## src/inc/pdmc_defines.svh

```systemverilog
/*
  constants for the pdm input power and config control block.
  assumes inclusion by bare name from the package and the design.
*/
`ifndef PDMC_DEFINES_SVH
`define PDMC_DEFINES_SVH

// system clock and pin-clock loss detection
`define PDMC_CLK_HZ       20_000_000
`define PDMC_LOSS_NS      2000
`define PDMC_LOSS_CYC     ((`PDMC_LOSS_NS * (`PDMC_CLK_HZ / 1_000_000)) / 1000)

// control patterns
`define PDMC_PAT_STOP     8'hAC
`define PDMC_PAT_G36      8'hD2
`define PDMC_PAT_G25      8'hD4
`define PDMC_PAT_G50      8'hD8
`define PDMC_PAT_RATE     8'hE4
`define PDMC_PAT_RESET    8'hAA
`define PDMC_PAT_MUTE     8'h66
`define PDMC_PAT_REPEAT   129

// peak output at -6.02 dBFS, tenths of a volt
`define PDMC_SCALE_G50    8'h32
`define PDMC_SCALE_G36    8'h24
`define PDMC_SCALE_G25    8'h19

// register port offsets, fields and reset values
`define PDMC_REG_CTRL     2'h0
`define PDMC_REG_STAT     2'h1
`define PDMC_CTRL_SPD     0
`define PDMC_CTRL_RST     8'h01

`endif

```

## src/inc/pdmc_pkg.sv

```systemverilog
/*
  types for the pdm input power and config control block.
  assumes the defines header is on the include path.
*/
package pdmc_pkg;
  `include "pdmc_defines.svh"

  typedef enum logic [1:0] {
    PDMC_RUN       = 2'b00,
    PDMC_STANDBY   = 2'b01,
    PDMC_POWERDOWN = 2'b10
  } pdmc_state_t;

  typedef enum logic [1:0] {
    PDMC_GAIN_50 = 2'b00,
    PDMC_GAIN_36 = 2'b01,
    PDMC_GAIN_25 = 2'b10
  } pdmc_gain_t;

  // strap pin as seen by the pad sensing: level and resistor present
  typedef struct packed {
    logic level_high;
    logic via_resistor;
  } pdmc_strap_t;

  typedef struct packed {
    pdmc_gain_t gain;
    logic       rate_128x;
  } pdmc_cfg_t;
endpackage

```

## src/hdl/pdmc_top.sv

```systemverilog
/*
  pdm input front end: bit capture, channel pick, pattern control,
  strap default, standby and clock-loss power-down, supply reset.
  assumes all pins but clk, rst and the register port are asynchronous to clk and the bit clock is far
  slower than clk; the strap pad sensing delivers level and resistor.
*/
// Chosen here: the register offsets and the strobed register port.
// Operation
// - runs only while the bit clock toggles; data is synchronous to it
// - strap latched when supplies first come good, used as default
// - smart power-down enters standby after 129 repeated stop bytes
// - clock removed in standby means full power-down
// - clock back plus one non-stop input resumes with strap defaults
// - internal reset while either supply is bad; output stopped
// - strap decodes to rate 64x/128x and gain 5 V/3.6 V
// - patterns override the strap configuration during operation
// - rate picks one of two decimation filters
// - gain scale gives 5 V, 3.6 V or 2.5 V peak at -6.02 dBFS
// - channel select low routes left, high routes right
// - pattern acts after 129 repeats; output muted while seen
// - decode gain patterns and the opposite-rate pattern
// - clock-loss power-down restores every pattern setting
`timescale 1ns/1ps
module pdmc_top
  import pdmc_pkg::*;
#(
  parameter int REPEAT   = `PDMC_PAT_REPEAT,
  parameter int LOSS_CYC = `PDMC_LOSS_CYC
) (
  input  wire logic        clk,
  input  wire logic        rst,
  input  wire logic        pdm_clk_in,
  input  wire logic        pdm_bitstream_in,
  input  wire logic        channel_side_select,
  input  wire pdmc_strap_t gain_rate_strap,
  input  wire logic        power_stage_supply_good,
  input  wire logic        logic_supply_good,
  input  wire logic [1:0]  reg_addr,
  input  wire logic [7:0]  reg_wdata,
  input  wire logic        reg_wr,
  input  wire logic        reg_rd,
  output logic      [7:0]  reg_rdata_q,
  output logic             audio_bit_q,
  output logic             audio_valid_q,
  output logic             out_enable_q,
  output logic             mute_q,
  output pdmc_cfg_t        cfg_q,
  output logic             decim_128x_q,
  output logic      [7:0]  gain_scale_q,
  output pdmc_state_t      state_q
);

  localparam int RUN_BITS = (REPEAT - 1) * 8;
  localparam int RW       = $clog2(RUN_BITS + 1);
  localparam int LW       = $clog2(LOSS_CYC + 1);

  initial begin
    if (REPEAT < 2 || LOSS_CYC < 4) begin
      $error("pdmc_top: unsupported REPEAT or LOSS_CYC");
    end
  end

  ////////////////////////////////////////////////////////////////////////
  // pin synchronisers: every input except clk, rst and the register port passes two flops first
  logic [6:0] s1_q;
  logic [6:0] s2_q;
  logic       clk_prev_q;

  always_ff @(posedge clk) begin
    if (rst) begin
      s1_q       <= 7'h00;
      s2_q       <= 7'h00;
      clk_prev_q <= 1'b0;
    end else begin
      s1_q       <= {pdm_clk_in, pdm_bitstream_in, channel_side_select,
                     gain_rate_strap, power_stage_supply_good,
                     logic_supply_good};
      s2_q       <= s1_q;
      clk_prev_q <= s2_q[6];
    end
  end

  // named views of the synchronised pins
  wire         pclk_s  = s2_q[6];
  wire         data_s  = s2_q[5];
  wire         right_s = s2_q[4];
  pdmc_strap_t strap_s;
  assign strap_s = pdmc_strap_t'(s2_q[3:2]);
  wire core_rst  = rst | ~s2_q[1] | ~s2_q[0];
  wire rise      = pclk_s & ~clk_prev_q;
  wire fall      = ~pclk_s & clk_prev_q;

  ////////////////////////////////////////////////////////////////////////
  // channel capture: left on rising, right on falling edge
  wire take_bit = right_s ? fall : rise;

  always_ff @(posedge clk) begin
    if (core_rst) begin
      audio_bit_q   <= 1'b0;
      audio_valid_q <= 1'b0;
    end else begin
      audio_valid_q <= take_bit;
      if (take_bit) begin
        audio_bit_q <= data_s;
      end
    end
  end

  ////////////////////////////////////////////////////////////////////////
  // bit clock loss watchdog
  logic [LW-1:0] loss_cnt_q;
  wire           clk_edge = rise | fall;
  wire           clk_lost = (loss_cnt_q == LW'(LOSS_CYC));

  always_ff @(posedge clk) begin
    if (core_rst || clk_edge) begin
      loss_cnt_q <= '0;
    end else if (!clk_lost) begin
      loss_cnt_q <= loss_cnt_q + LW'(1);
    end
  end

  ////////////////////////////////////////////////////////////////////////
  // pattern watch: window, fill count and period-8 run length
  logic [7:0]    win_q;
  logic [3:0]    fill_q;
  logic [RW-1:0] run_q;
  logic          acted_q;

  wire [7:0] win_d    = {win_q[6:0], data_s};
  wire       full     = fill_q[3];
  wire       periodic = full & (data_s == win_q[7]);
  wire       run_max  = (run_q == RW'(RUN_BITS));
  wire       got_pat  = take_bit & periodic &
                        (run_q == RW'(RUN_BITS - 1)) & ~acted_q;
  wire       is_stop  = (win_d == `PDMC_PAT_STOP);
  wire       break_in = take_bit & full & ~periodic;
  wire       wipe     = clk_lost & (state_q != PDMC_POWERDOWN);

  always_ff @(posedge clk) begin
    if (core_rst || wipe) begin
      win_q   <= 8'h00;
      fill_q  <= 4'h0;
      run_q   <= '0;
      acted_q <= 1'b0;
    end else if (take_bit) begin
      win_q   <= win_d;
      fill_q  <= full ? fill_q : fill_q + 4'h1;
      run_q   <= !periodic ? '0 : (run_max ? run_q : run_q + RW'(1));
      acted_q <= periodic & (acted_q | got_pat);
    end
  end

  ////////////////////////////////////////////////////////////////////////
  // strap capture at the first cycle with both supplies good
  logic        strap_done_q;
  pdmc_strap_t strap_q;

  always_ff @(posedge clk) begin
    if (core_rst) begin
      strap_done_q <= 1'b0;
      strap_q      <= '0;
    end else if (!strap_done_q) begin
      strap_done_q <= 1'b1;
      strap_q      <= strap_s;
    end
  end

  // default configuration from the strap
  pdmc_strap_t strap_use;
  pdmc_cfg_t   cfg_def;
  assign strap_use         = strap_done_q ? strap_q : strap_s;
  assign cfg_def.rate_128x = strap_use.level_high;
  assign cfg_def.gain      = strap_use.via_resistor ? PDMC_GAIN_50
                                                    : PDMC_GAIN_36;

  ////////////////////////////////////////////////////////////////////////
  // control register
  logic [7:0] ctrl_q;
  wire        spd_en = ctrl_q[`PDMC_CTRL_SPD];

  always_ff @(posedge clk) begin
    if (core_rst) begin
      ctrl_q <= `PDMC_CTRL_RST;
    end else if (reg_wr && reg_addr == `PDMC_REG_CTRL) begin
      ctrl_q <= reg_wdata;
    end
  end

  ////////////////////////////////////////////////////////////////////////
  // power state machine
  pdmc_state_t state_d;

  always_comb begin
    state_d = state_q;
    case (state_q)
      PDMC_RUN: begin
        if (clk_lost) begin
          state_d = PDMC_POWERDOWN;
        end else if (got_pat && is_stop && spd_en) begin
          state_d = PDMC_STANDBY;
        end
      end
      PDMC_STANDBY: begin
        if (clk_lost) begin
          state_d = PDMC_POWERDOWN;
        end else if (break_in) begin
          state_d = PDMC_RUN;
        end
      end
      PDMC_POWERDOWN: begin
        if (break_in) begin
          state_d = PDMC_RUN;
        end
      end
      default: begin
        state_d = PDMC_POWERDOWN;
      end
    endcase
  end

  always_ff @(posedge clk) begin
    if (core_rst) begin
      state_q <= PDMC_RUN;
    end else begin
      state_q <= state_d;
    end
  end

  ////////////////////////////////////////////////////////////////////////
  // pattern-controlled configuration and mute
  wire act = got_pat & (state_q == PDMC_RUN);
  logic mute_pat_q;

  always_ff @(posedge clk) begin
    if (core_rst || !strap_done_q || wipe) begin
      cfg_q      <= cfg_def;
      mute_pat_q <= 1'b0;
    end else if (act) begin
      case (win_d)
        `PDMC_PAT_G36:   cfg_q.gain      <= PDMC_GAIN_36;
        `PDMC_PAT_G25:   cfg_q.gain      <= PDMC_GAIN_25;
        `PDMC_PAT_G50:   cfg_q.gain      <= PDMC_GAIN_50;
        `PDMC_PAT_RATE:  cfg_q.rate_128x <= ~cfg_def.rate_128x;
        `PDMC_PAT_MUTE:  mute_pat_q      <= 1'b1;
        `PDMC_PAT_RESET: begin
          cfg_q      <= cfg_def;
          mute_pat_q <= 1'b0;
        end
        default: begin
          cfg_q <= cfg_q;
        end
      endcase
    end
  end

  // gain scale and filter pick follow the configuration
  wire [7:0] scale_d = (cfg_q.gain == PDMC_GAIN_50) ? `PDMC_SCALE_G50 :
                       (cfg_q.gain == PDMC_GAIN_36) ? `PDMC_SCALE_G36 :
                                                      `PDMC_SCALE_G25;

  always_ff @(posedge clk) begin
    if (core_rst) begin
      gain_scale_q <= `PDMC_SCALE_G36;
      decim_128x_q <= 1'b0;
      mute_q       <= 1'b1;
      out_enable_q <= 1'b0;
    end else begin
      gain_scale_q <= scale_d;
      decim_128x_q <= cfg_q.rate_128x;
      mute_q       <= mute_pat_q | (run_q >= RW'(8));
      out_enable_q <= (state_d == PDMC_RUN) & ~clk_lost;
    end
  end

  ////////////////////////////////////////////////////////////////////////
  // register read port, answer in the next cycle
  wire [7:0] stat_w = {2'b00, mute_q, out_enable_q, cfg_q.rate_128x,
                       cfg_q.gain, state_q == PDMC_STANDBY};
  wire [7:0] rd_d   = (reg_addr == `PDMC_REG_CTRL) ? ctrl_q :
                      (reg_addr == `PDMC_REG_STAT) ? stat_w : 8'h00;

  always_ff @(posedge clk) begin
    if (core_rst || !reg_rd) begin
      reg_rdata_q <= 8'h00;
    end else begin
      reg_rdata_q <= rd_d;
    end
  end
endmodule

```

## config.mk

```make
export PLATFORM = sky130hd
export DESIGN_NAME = pdmc_top
export DESIGN_NICKNAME = d
export VERILOG_FILES = /design/src/inc/pdmc_pkg.sv /design/src/hdl/pdmc_top.sv
export VERILOG_INCLUDE_DIRS = /design/src /design/src/inc
export SDC_FILE = /design/constraint.sdc
export NUM_CORES = 1
export LEC_CHECK = 0
export BUFFER_PORTS_ARGS = -buffer_cell sky130_fd_sc_hd__buf_2
export CORE_MARGIN = 2
export CORE_UTILIZATION = 56
export CTS_CLUSTER_DIAMETER = 60
export DETAILED_ROUTE_END_ITERATION = 7
export PLACE_DENSITY = 0.83
export SYNTH_ARGS = -nofsm -noshare
export SYNTH_HDL_FRONTEND = slang
export SYNTH_SLANG_ARGS = --single-unit
```

## constraint.sdc

```tcl
create_clock -name clk -period 2.5 [get_ports clk]
set_input_delay 0.75 -clock clk [delete_from_list [all_inputs] [get_ports clk]]
set_output_delay 0.75 -clock clk [all_outputs]
set_load 0.05 [all_outputs]
```

# Yosys cells after proc, flatten, opt, wreduce, memory -nomap -nowiden
# Index checks and enable logic that the tools add are counted.
# op_classes
n_addsub,3
mul,0
n_div,0
n_lt_le_gt_ge,1
eq_ne,17
shifts,0
n_mux,21
bitwise,26
reduce_logical,24
# ops
cell,n
"8-bit == test, second input constant",6
11-bit 2-to-1 mux,2
1-bit AND,12
6-bit 2-to-1 mux,2
"11-bit by 1-bit adder with 11-bit output, second input constant",1
"11-bit by 10-bit == test with 1-bit output, second input constant",1
"11-bit == test, second input constant",1
"11-bit by 4-bit >= comparator with 1-bit output, second input constant",1
2-bit 2-to-1 mux,5
2-bit AND reduction,5
1-bit inverter,9
"8-bit by 7-bit == test with 1-bit output, second input constant",1
2-bit zero test,4
8-bit 2-to-1 mux,1
2-bit one-hot mux with 4 select lines,1
"6-bit by 1-bit adder with 6-bit output, second input constant",1
"2-bit by 1-bit == test with 1-bit output, second input constant",3
"6-bit == test, second input constant",1
3-bit 2-to-1 mux,2
2-bit one-hot mux with 3 select lines,1
1-bit logical OR,5
5-bit 2-to-1 mux,1
1-bit bitwise OR,5
5-bit nonzero test,1
other kinds (12),20
# totals
regBits,81
latchBits,0
mem_bits_rw,0
romBits,0
inputBits,21
output_inout_bits,26
wordCells,117
mem_count,0

# Logic depth before layout (Yosys ltp)
# logic_depth
word_depth,13
depth_mapped,7
mapped_depth_nobuf,7

# Least setup slack after synthesis
# OpenSTA, ideal clock, no wires.
# synth_timing
path_type,input -> register
startpoint,in rst
endpoint,reg cfg_q[0] (netlist name) (data pin)
setup_ps,152
t_arrival_ps,1881
required_ps,2348
path_slack_ps,467
path_stages,6
n_path_buf,1
path_cell_list,or2_2 buf_2 clkinv_1 o21ai_2 or3_1 a31oi_1
# synth_via
elab_chain_cells,5
# synth_lines
item,line,text
"start, declared",pdmc_top.sv:31,"input wire logic rst,"
1-bit bitwise OR (2 in a row),pdmc_top.sv:89,wire core_rst = rst | ~s2_q[1] | ~s2_q[0];
1-bit logical OR (2 in a row),pdmc_top.sv:236,if (core_rst || !strap_done_q || wipe) begin
3-bit 2-to-1 mux,pdmc_top.sv:236,
"end signal, assigned",pdmc_top.sv:237,cfg_q <= cfg_def;
"end signal, assigned",pdmc_top.sv:247,cfg_q <= cfg_def;
"end signal, assigned",pdmc_top.sv:251,cfg_q <= cfg_q;
"end, declared",pdmc_top.sv:47,"output pdmc_cfg_t cfg_q,"
# Every way passes these cells.
# A chain may end at the register's enable or synchronous reset.

# Worst setup path in the final report
# layout_timing
startpoint,reg s2_q[6]
endpoint,reg out_enable_q
# layout_via
elab_chain_cells,13
word_cells_on_any_way,18
cone_classes,mux (6); bitwise (9); reduce/logical (3)
# layout_lines
item,line,text
"start, declared",pdmc_top.sv:66,logic [6:0] s2_q;
"start signal, assigned",pdmc_top.sv:78,s2_q <= s1_q;
1-bit inverter,pdmc_top.sv:91,wire fall = ~pclk_s & clk_prev_q;
1-bit AND,pdmc_top.sv:91,
1-bit 2-to-1 mux (*),pdmc_top.sv:95,wire take_bit = right_s ? fall : rise;
1-bit AND (2 in a row),pdmc_top.sv:134,wire got_pat = take_bit & periodic &
1-bit AND,pdmc_top.sv:135,(run_q == RW'(RUN_BITS - 1)) & ~acted_q;
1-bit logical AND (2 in a row),pdmc_top.sv:200,end else if (got_pat && is_stop && spd_en) begin
2-bit 2-to-1 mux,pdmc_top.sv:200,
2-bit 2-to-1 mux,pdmc_top.sv:198,if (clk_lost) begin
2-bit one-hot mux with 3 select lines (*),pdmc_top.sv:196,case (state_q)
2-bit zero test (*),pdmc_top.sv:272,out_enable_q <= (state_d == PDMC_RUN) & ~clk_lost;
1-bit AND (*),pdmc_top.sv:272,
"end signal, assigned",pdmc_top.sv:272,
"end, declared",pdmc_top.sv:45,"output logic out_enable_q,"
# Mark *: on every way between the ends. The rest lies on a longest branch, timed or not.

==> flow_results.xml <==
<?xml version="1.0" encoding="UTF-8"?>
<metrics>
  <group name="logic_synthesis">
    <metric name="synth_top_family_by_area" unit="">simple AND/OR/NAND/NOR gates</metric>
    <metric name="postSynthAreaPerCell" unit="um2">9.31</metric>
    <metric name="synthesis.instances" unit="">338</metric>
    <metric name="yosys-top-cells-count" unit="">77 x sky130_fd_sc_hd__dfxtp_1, 42 x sky130_fd_sc_hd__nor2_1, 41 x sky130_fd_sc_hd__nand2_1, 20 x sky130_fd_sc_hd__nor2b_1, 19 x sky130_fd_sc_hd__a21oi_1</metric>
    <metric name="synthesis.area" unit="um2">3150</metric>
    <metric name="synth_enable_flop_cells" unit="">3</metric>
    <metric name="synth.mux.area_fraction" unit="">0.0577</metric>
    <metric name="synth-adder-area-share" unit="">0.0278</metric>
    <metric name="ys_async_sr_fraction" unit="">0</metric>
    <metric name="yosys_most_used_dff" unit="">sky130_fd_sc_hd__dfxtp_1</metric>
    <metric name="proportion_of_synthesized_chip_area_in_sequential_cells" unit="">0.518</metric>
    <metric name="synth_area_leaders" unit="">sky130_fd_sc_hd__dfxtp_1 49%, sky130_fd_sc_hd__mux2i_1 5.4%, sky130_fd_sc_hd__nor2_1 5.0%</metric>
    <metric name="synth_compound_area_frac" unit="">0.0755</metric>
    <metric name="synth_xor_area_frac" unit="">0.0417</metric>
    <metric name="synth-warning-count" unit="">0</metric>
    <metric name="post-synth-top-area-fraction" unit="">0.490</metric>
    <metric name="postSynthRegisterBits" unit="">80</metric>
    <metric name="synth.distinct_cells" unit="">46</metric>
    <metric name="synthSimpleGateAreaFrac" unit="">0.242</metric>
    <metric name="yosys.cell_count.top_type" unit="">sky130_fd_sc_hd__dfxtp_1</metric>
    <metric name="synth_top_cell_by_area" unit="">sky130_fd_sc_hd__dfxtp_1</metric>
  </group>
  <group name="final_layout">
    <metric name="layout-drive-gt1-share" unit="">0.184</metric>
    <metric name="multi_input_comb_area" unit="um2">1410</metric>
    <metric name="final.fill_count" unit="">444</metric>
    <metric name="instances_no_fill" unit="">463</metric>
    <metric name="antennaDiodeCount" unit="">0</metric>
    <metric name="num-nets-final" unit="">414</metric>
    <metric name="area.growth.synth_to_final" unit="%">16.5</metric>
    <metric name="register_area" unit="um2">1630</metric>
  </group>
  <group name="routing">
    <metric name="drt_drc_violations_left" unit="">0</metric>
    <metric name="route.detailed.wl_per_inst" unit="um">13.1</metric>
    <metric name="routed_wirelength" unit="um">6070</metric>
    <metric name="drt_pre_antenna_iters" unit="">4</metric>
    <metric name="average_via_count_per_standard_cell" unit="">5.27</metric>
    <metric name="detailroute.via_count" unit="">2438</metric>
    <metric name="antenna_left" unit="">0</metric>
    <metric name="drt-initial-drc-count" unit="">175</metric>
  </group>
  <group name="sta">
    <metric name="report.final.hold_viol_count" unit="">0</metric>
    <metric name="timing.final.crit_share" unit="">0.853</metric>
    <metric name="final_period_minus_worst_setup_slack" unit="ns">2.13</metric>
    <metric name="holdWs" unit="ns">0.438</metric>
    <metric name="worst_clock_skew" unit="ns">0.00660</metric>
    <metric name="slew_headroom" unit="">0.518</metric>
    <metric name="timing_max_transition_violations_final" unit="">0</metric>
    <metric name="finalSetupViolations" unit="">0</metric>
    <metric name="setup_repair_after_global_routing_missed_its_margin" unit="">no</metric>
    <metric name="setup_total_negative_slack" unit="ns">0</metric>
    <metric name="worst_margin_pin_slew" unit="ns">0.702</metric>
    <metric name="fmaxAchievable" unit="MHz">469</metric>
  </group>
  <group name="clocking">
    <metric name="cts_setup_buffers" unit="">0</metric>
    <metric name="tritoncts" unit="">yes</metric>
    <metric name="cts_root_buffer" unit="">sky130_fd_sc_hd__clkbuf_8</metric>
    <metric name="clk_latency" unit="ns">0.35</metric>
    <metric name="cts_hold_buf" unit="">0</metric>
    <metric name="clock-sinks" unit="">80</metric>
    <metric name="number_of_buffers_created_by_cts" unit="">9</metric>
    <metric name="ctsHtreeMaxLevel" unit="">3</metric>
    <metric name="cts_repair_resize_count" unit="">0</metric>
    <metric name="clock_path_buffers" unit="">2</metric>
    <metric name="path_clk_slew" unit="ns">0.08</metric>
  </group>
  <group name="setup_path">
    <metric name="crit_path_category" unit="">register to register</metric>
    <metric name="rr_endpoint" unit="">out_enable_q</metric>
    <metric name="ff2ff_path_depth" unit="">7</metric>
    <metric name="worstSetupEndpoint" unit="">out_enable_q</metric>
    <metric name="setup.reg_to_reg.worst_slack" unit="ns">0.37</metric>
    <metric name="critical_path.endpoint_type" unit="">register</metric>
    <metric name="worst_ep_arrival_time" unit="ns">2.38</metric>
    <metric name="start_kind" unit="">register</metric>
    <metric name="critical_path.reg2reg.startpoint" unit="">s2_q[6]</metric>
    <metric name="worstPathRequired" unit="ns">2.75</metric>
    <metric name="timing.critical_path.fanout_max" unit="">6</metric>
    <metric name="critPathLaunch" unit="">s2_q[6]</metric>
  </group>
  <group name="placed_design">
    <metric name="place.detailed.instances" unit="">447</metric>
    <metric name="numPortBuffers" unit="">44</metric>
    <metric name="dp_hpwl" unit="um">4400</metric>
    <metric name="finalWeightedCongestion" unit="">0.817</metric>
  </group>
  <group name="pwr">
    <metric name="p_per_area" unit="nW/um2">651</metric>
    <metric name="ir_drop" unit="mV">0.468</metric>
    <metric name="static_leakage" unit="nW">1.35</metric>
  </group>
  <group name="floorplan">
    <metric name="die_area" unit="um2">6230</metric>
    <metric name="die_width" unit="um">79.0</metric>
    <metric name="io_pins" unit="">47</metric>
    <metric name="design.core.area" unit="um2">5470</metric>
    <metric name="initial_core_util" unit="">0.575</metric>
    <metric name="count_of_standard_cell_rows" unit="">27</metric>
    <metric name="die_height" unit="um">79.0</metric>
  </group>
  <group name="grt">
    <metric name="grt_start_max_net_pins" unit="">19</metric>
    <metric name="grt_antenna_before_repair" unit="">0</metric>
    <metric name="grt.total_usage" unit="">0.208</metric>
    <metric name="grt_overflow_total" unit="">0</metric>
    <metric name="grt_pass1_vias" unit="">2281</metric>
    <metric name="global_route_wire_length_before_repair" unit="um">10100</metric>
  </group>
  <group name="hold_path">
    <metric name="hold_path.startpoint" unit="">s1_q[2]</metric>
    <metric name="timing.hold.worst.class" unit="">register to register</metric>
  </group>
  <group name="job">
    <metric name="maxCapViolCount" unit="">0</metric>
  </group>
  <group name="run_status">
    <metric name="status" unit="">completed</metric>
  </group>
</metrics>
## state kept, by name (all words and copies together), names as in the netlist, 2 cells and up
name	flops
reg_rdata_q	8
fill_q	4
loss_cnt_q	6
cfg_q	3
gain_scale_q	5
s2_q	7
state_q	2
s1_q	7
run_q	11
strap_q	2
win_q	8
ctrl_q	8
## placed cells by master, fill, tap and decap left out, types with 4 or more instances in the layout
| cell type | synthesis | final |
|---|---|---|
| sky130_fd_sc_hd__inv_1 | 12 | 12 |
| sky130_fd_sc_hd__nor3_1 | 6 | 6 |
| sky130_fd_sc_hd__nor2_1 | 42 | 42 |
| sky130_fd_sc_hd__xnor2_1 | 8 | 8 |
| sky130_fd_sc_hd__nor2b_1 | 20 | 20 |
| sky130_fd_sc_hd__nand2_1 | 41 | 41 |
| sky130_fd_sc_hd__a21oi_1 | 19 | 19 |
| sky130_fd_sc_hd__dfxtp_1 | 77 | 77 |
| sky130_fd_sc_hd__buf_4 | 3 | 5 |
| sky130_fd_sc_hd__mux2i_1 | 17 | 17 |
| sky130_fd_sc_hd__nand4_1 | 4 | 4 |
| sky130_fd_sc_hd__or3_1 | 4 | 4 |
| sky130_fd_sc_hd__clkbuf_8 | 0 | 12 |
| sky130_fd_sc_hd__ha_1 | 7 | 7 |
| sky130_fd_sc_hd__nand2b_1 | 5 | 5 |
| sky130_fd_sc_hd__buf_2 | 2 | 44 |
| sky130_fd_sc_hd__xor2_1 | 7 | 7 |
| sky130_fd_sc_hd__a31oi_1 | 4 | 4 |
| sky130_fd_sc_hd__nand3_1 | 6 | 6 |
| sky130_fd_sc_hd__o21ai_0 | 8 | 8 |
## power breakdown
part / total [mW] / internal (mW) / switching, mW
registers: 1.30 / 1.29 / 0.00635
clock network: 1.01 / 0.564 / 0.445
logic: 0.0786 / 0.0333 / 0.0454
total: 2.39 / 1.89 / 0.496
## worst min path at each step
stage                          to  cells after the start
after floorplan           s2_q[0]                      1
after global placement    s2_q[0]                      1
after detailed placement  s2_q[2]                      1
after CTS                 s2_q[2]                      1
after global routing      s2_q[2]                      1
final                     s2_q[2]                      1
## metal layers
metal / vias to the layer above / track usage / share of wire
li1: 1228 / - / -
met1: 1125 / 0.247 / 0.44
met2: 73 / 0.352 / 0.48
met3: 12 / 0.0545 / 0.060
met4: 0 / 0.0983 / 0.019
met5: - / 0 / 0
## final cells by class
| cell class | instances | share of cell area |
|---|---|---|
| Sequential cell | 80 | 0.445 |
| Multi-Input combinational cell | 233 | 0.384 |
| Timing Repair Buffer | 49 | 0.0703 |
| Clock buffer | 14 | 0.0587 |
| Tap cell | 72 | 0.0246 |
| Inverter | 13 | 0.0133 |
| Clock inverter | 2 | 0.00376 |
## worst max-delay path, stage by stage, from the launching register on
cell and delay (ns):
sky130_fd_sc_hd__dfxtp_1 0.33, sky130_fd_sc_hd__inv_1 0.07, sky130_fd_sc_hd__ha_1 0.16, sky130_fd_sc_hd__mux2i_1 0.23, sky130_fd_sc_hd__nor4_2 0.39, sky130_fd_sc_hd__nand2b_1 0.15, sky130_fd_sc_hd__or4_1 0.51, sky130_fd_sc_hd__and4_1 0.19
## logic make-up after synthesis
kind of cell	count (synthesis)
AND/OR/NAND/NOR	151
flip-flops	80
AO/OA/AOI/OAI	40
buffers and inverters	26
multiplexers	18
XOR/XNOR	15
adder cells (fa/ha/maj)	7
other	1
## per-stage QoR
step	total power, mW	utilization	worst slack (ns)	area, um2
after floorplan	1.38	-	0.467	3150
after global placement	1.41	0.628	0.413	3440
after detailed placement	1.41	0.628	0.362	3440
after CTS	2.40	0.670	0.362	3660
after global routing	2.47	0.670	0.209	3660
final	2.39	0.670	0.367	3660
No activity file was read; power rests on OpenSTA's default activity.
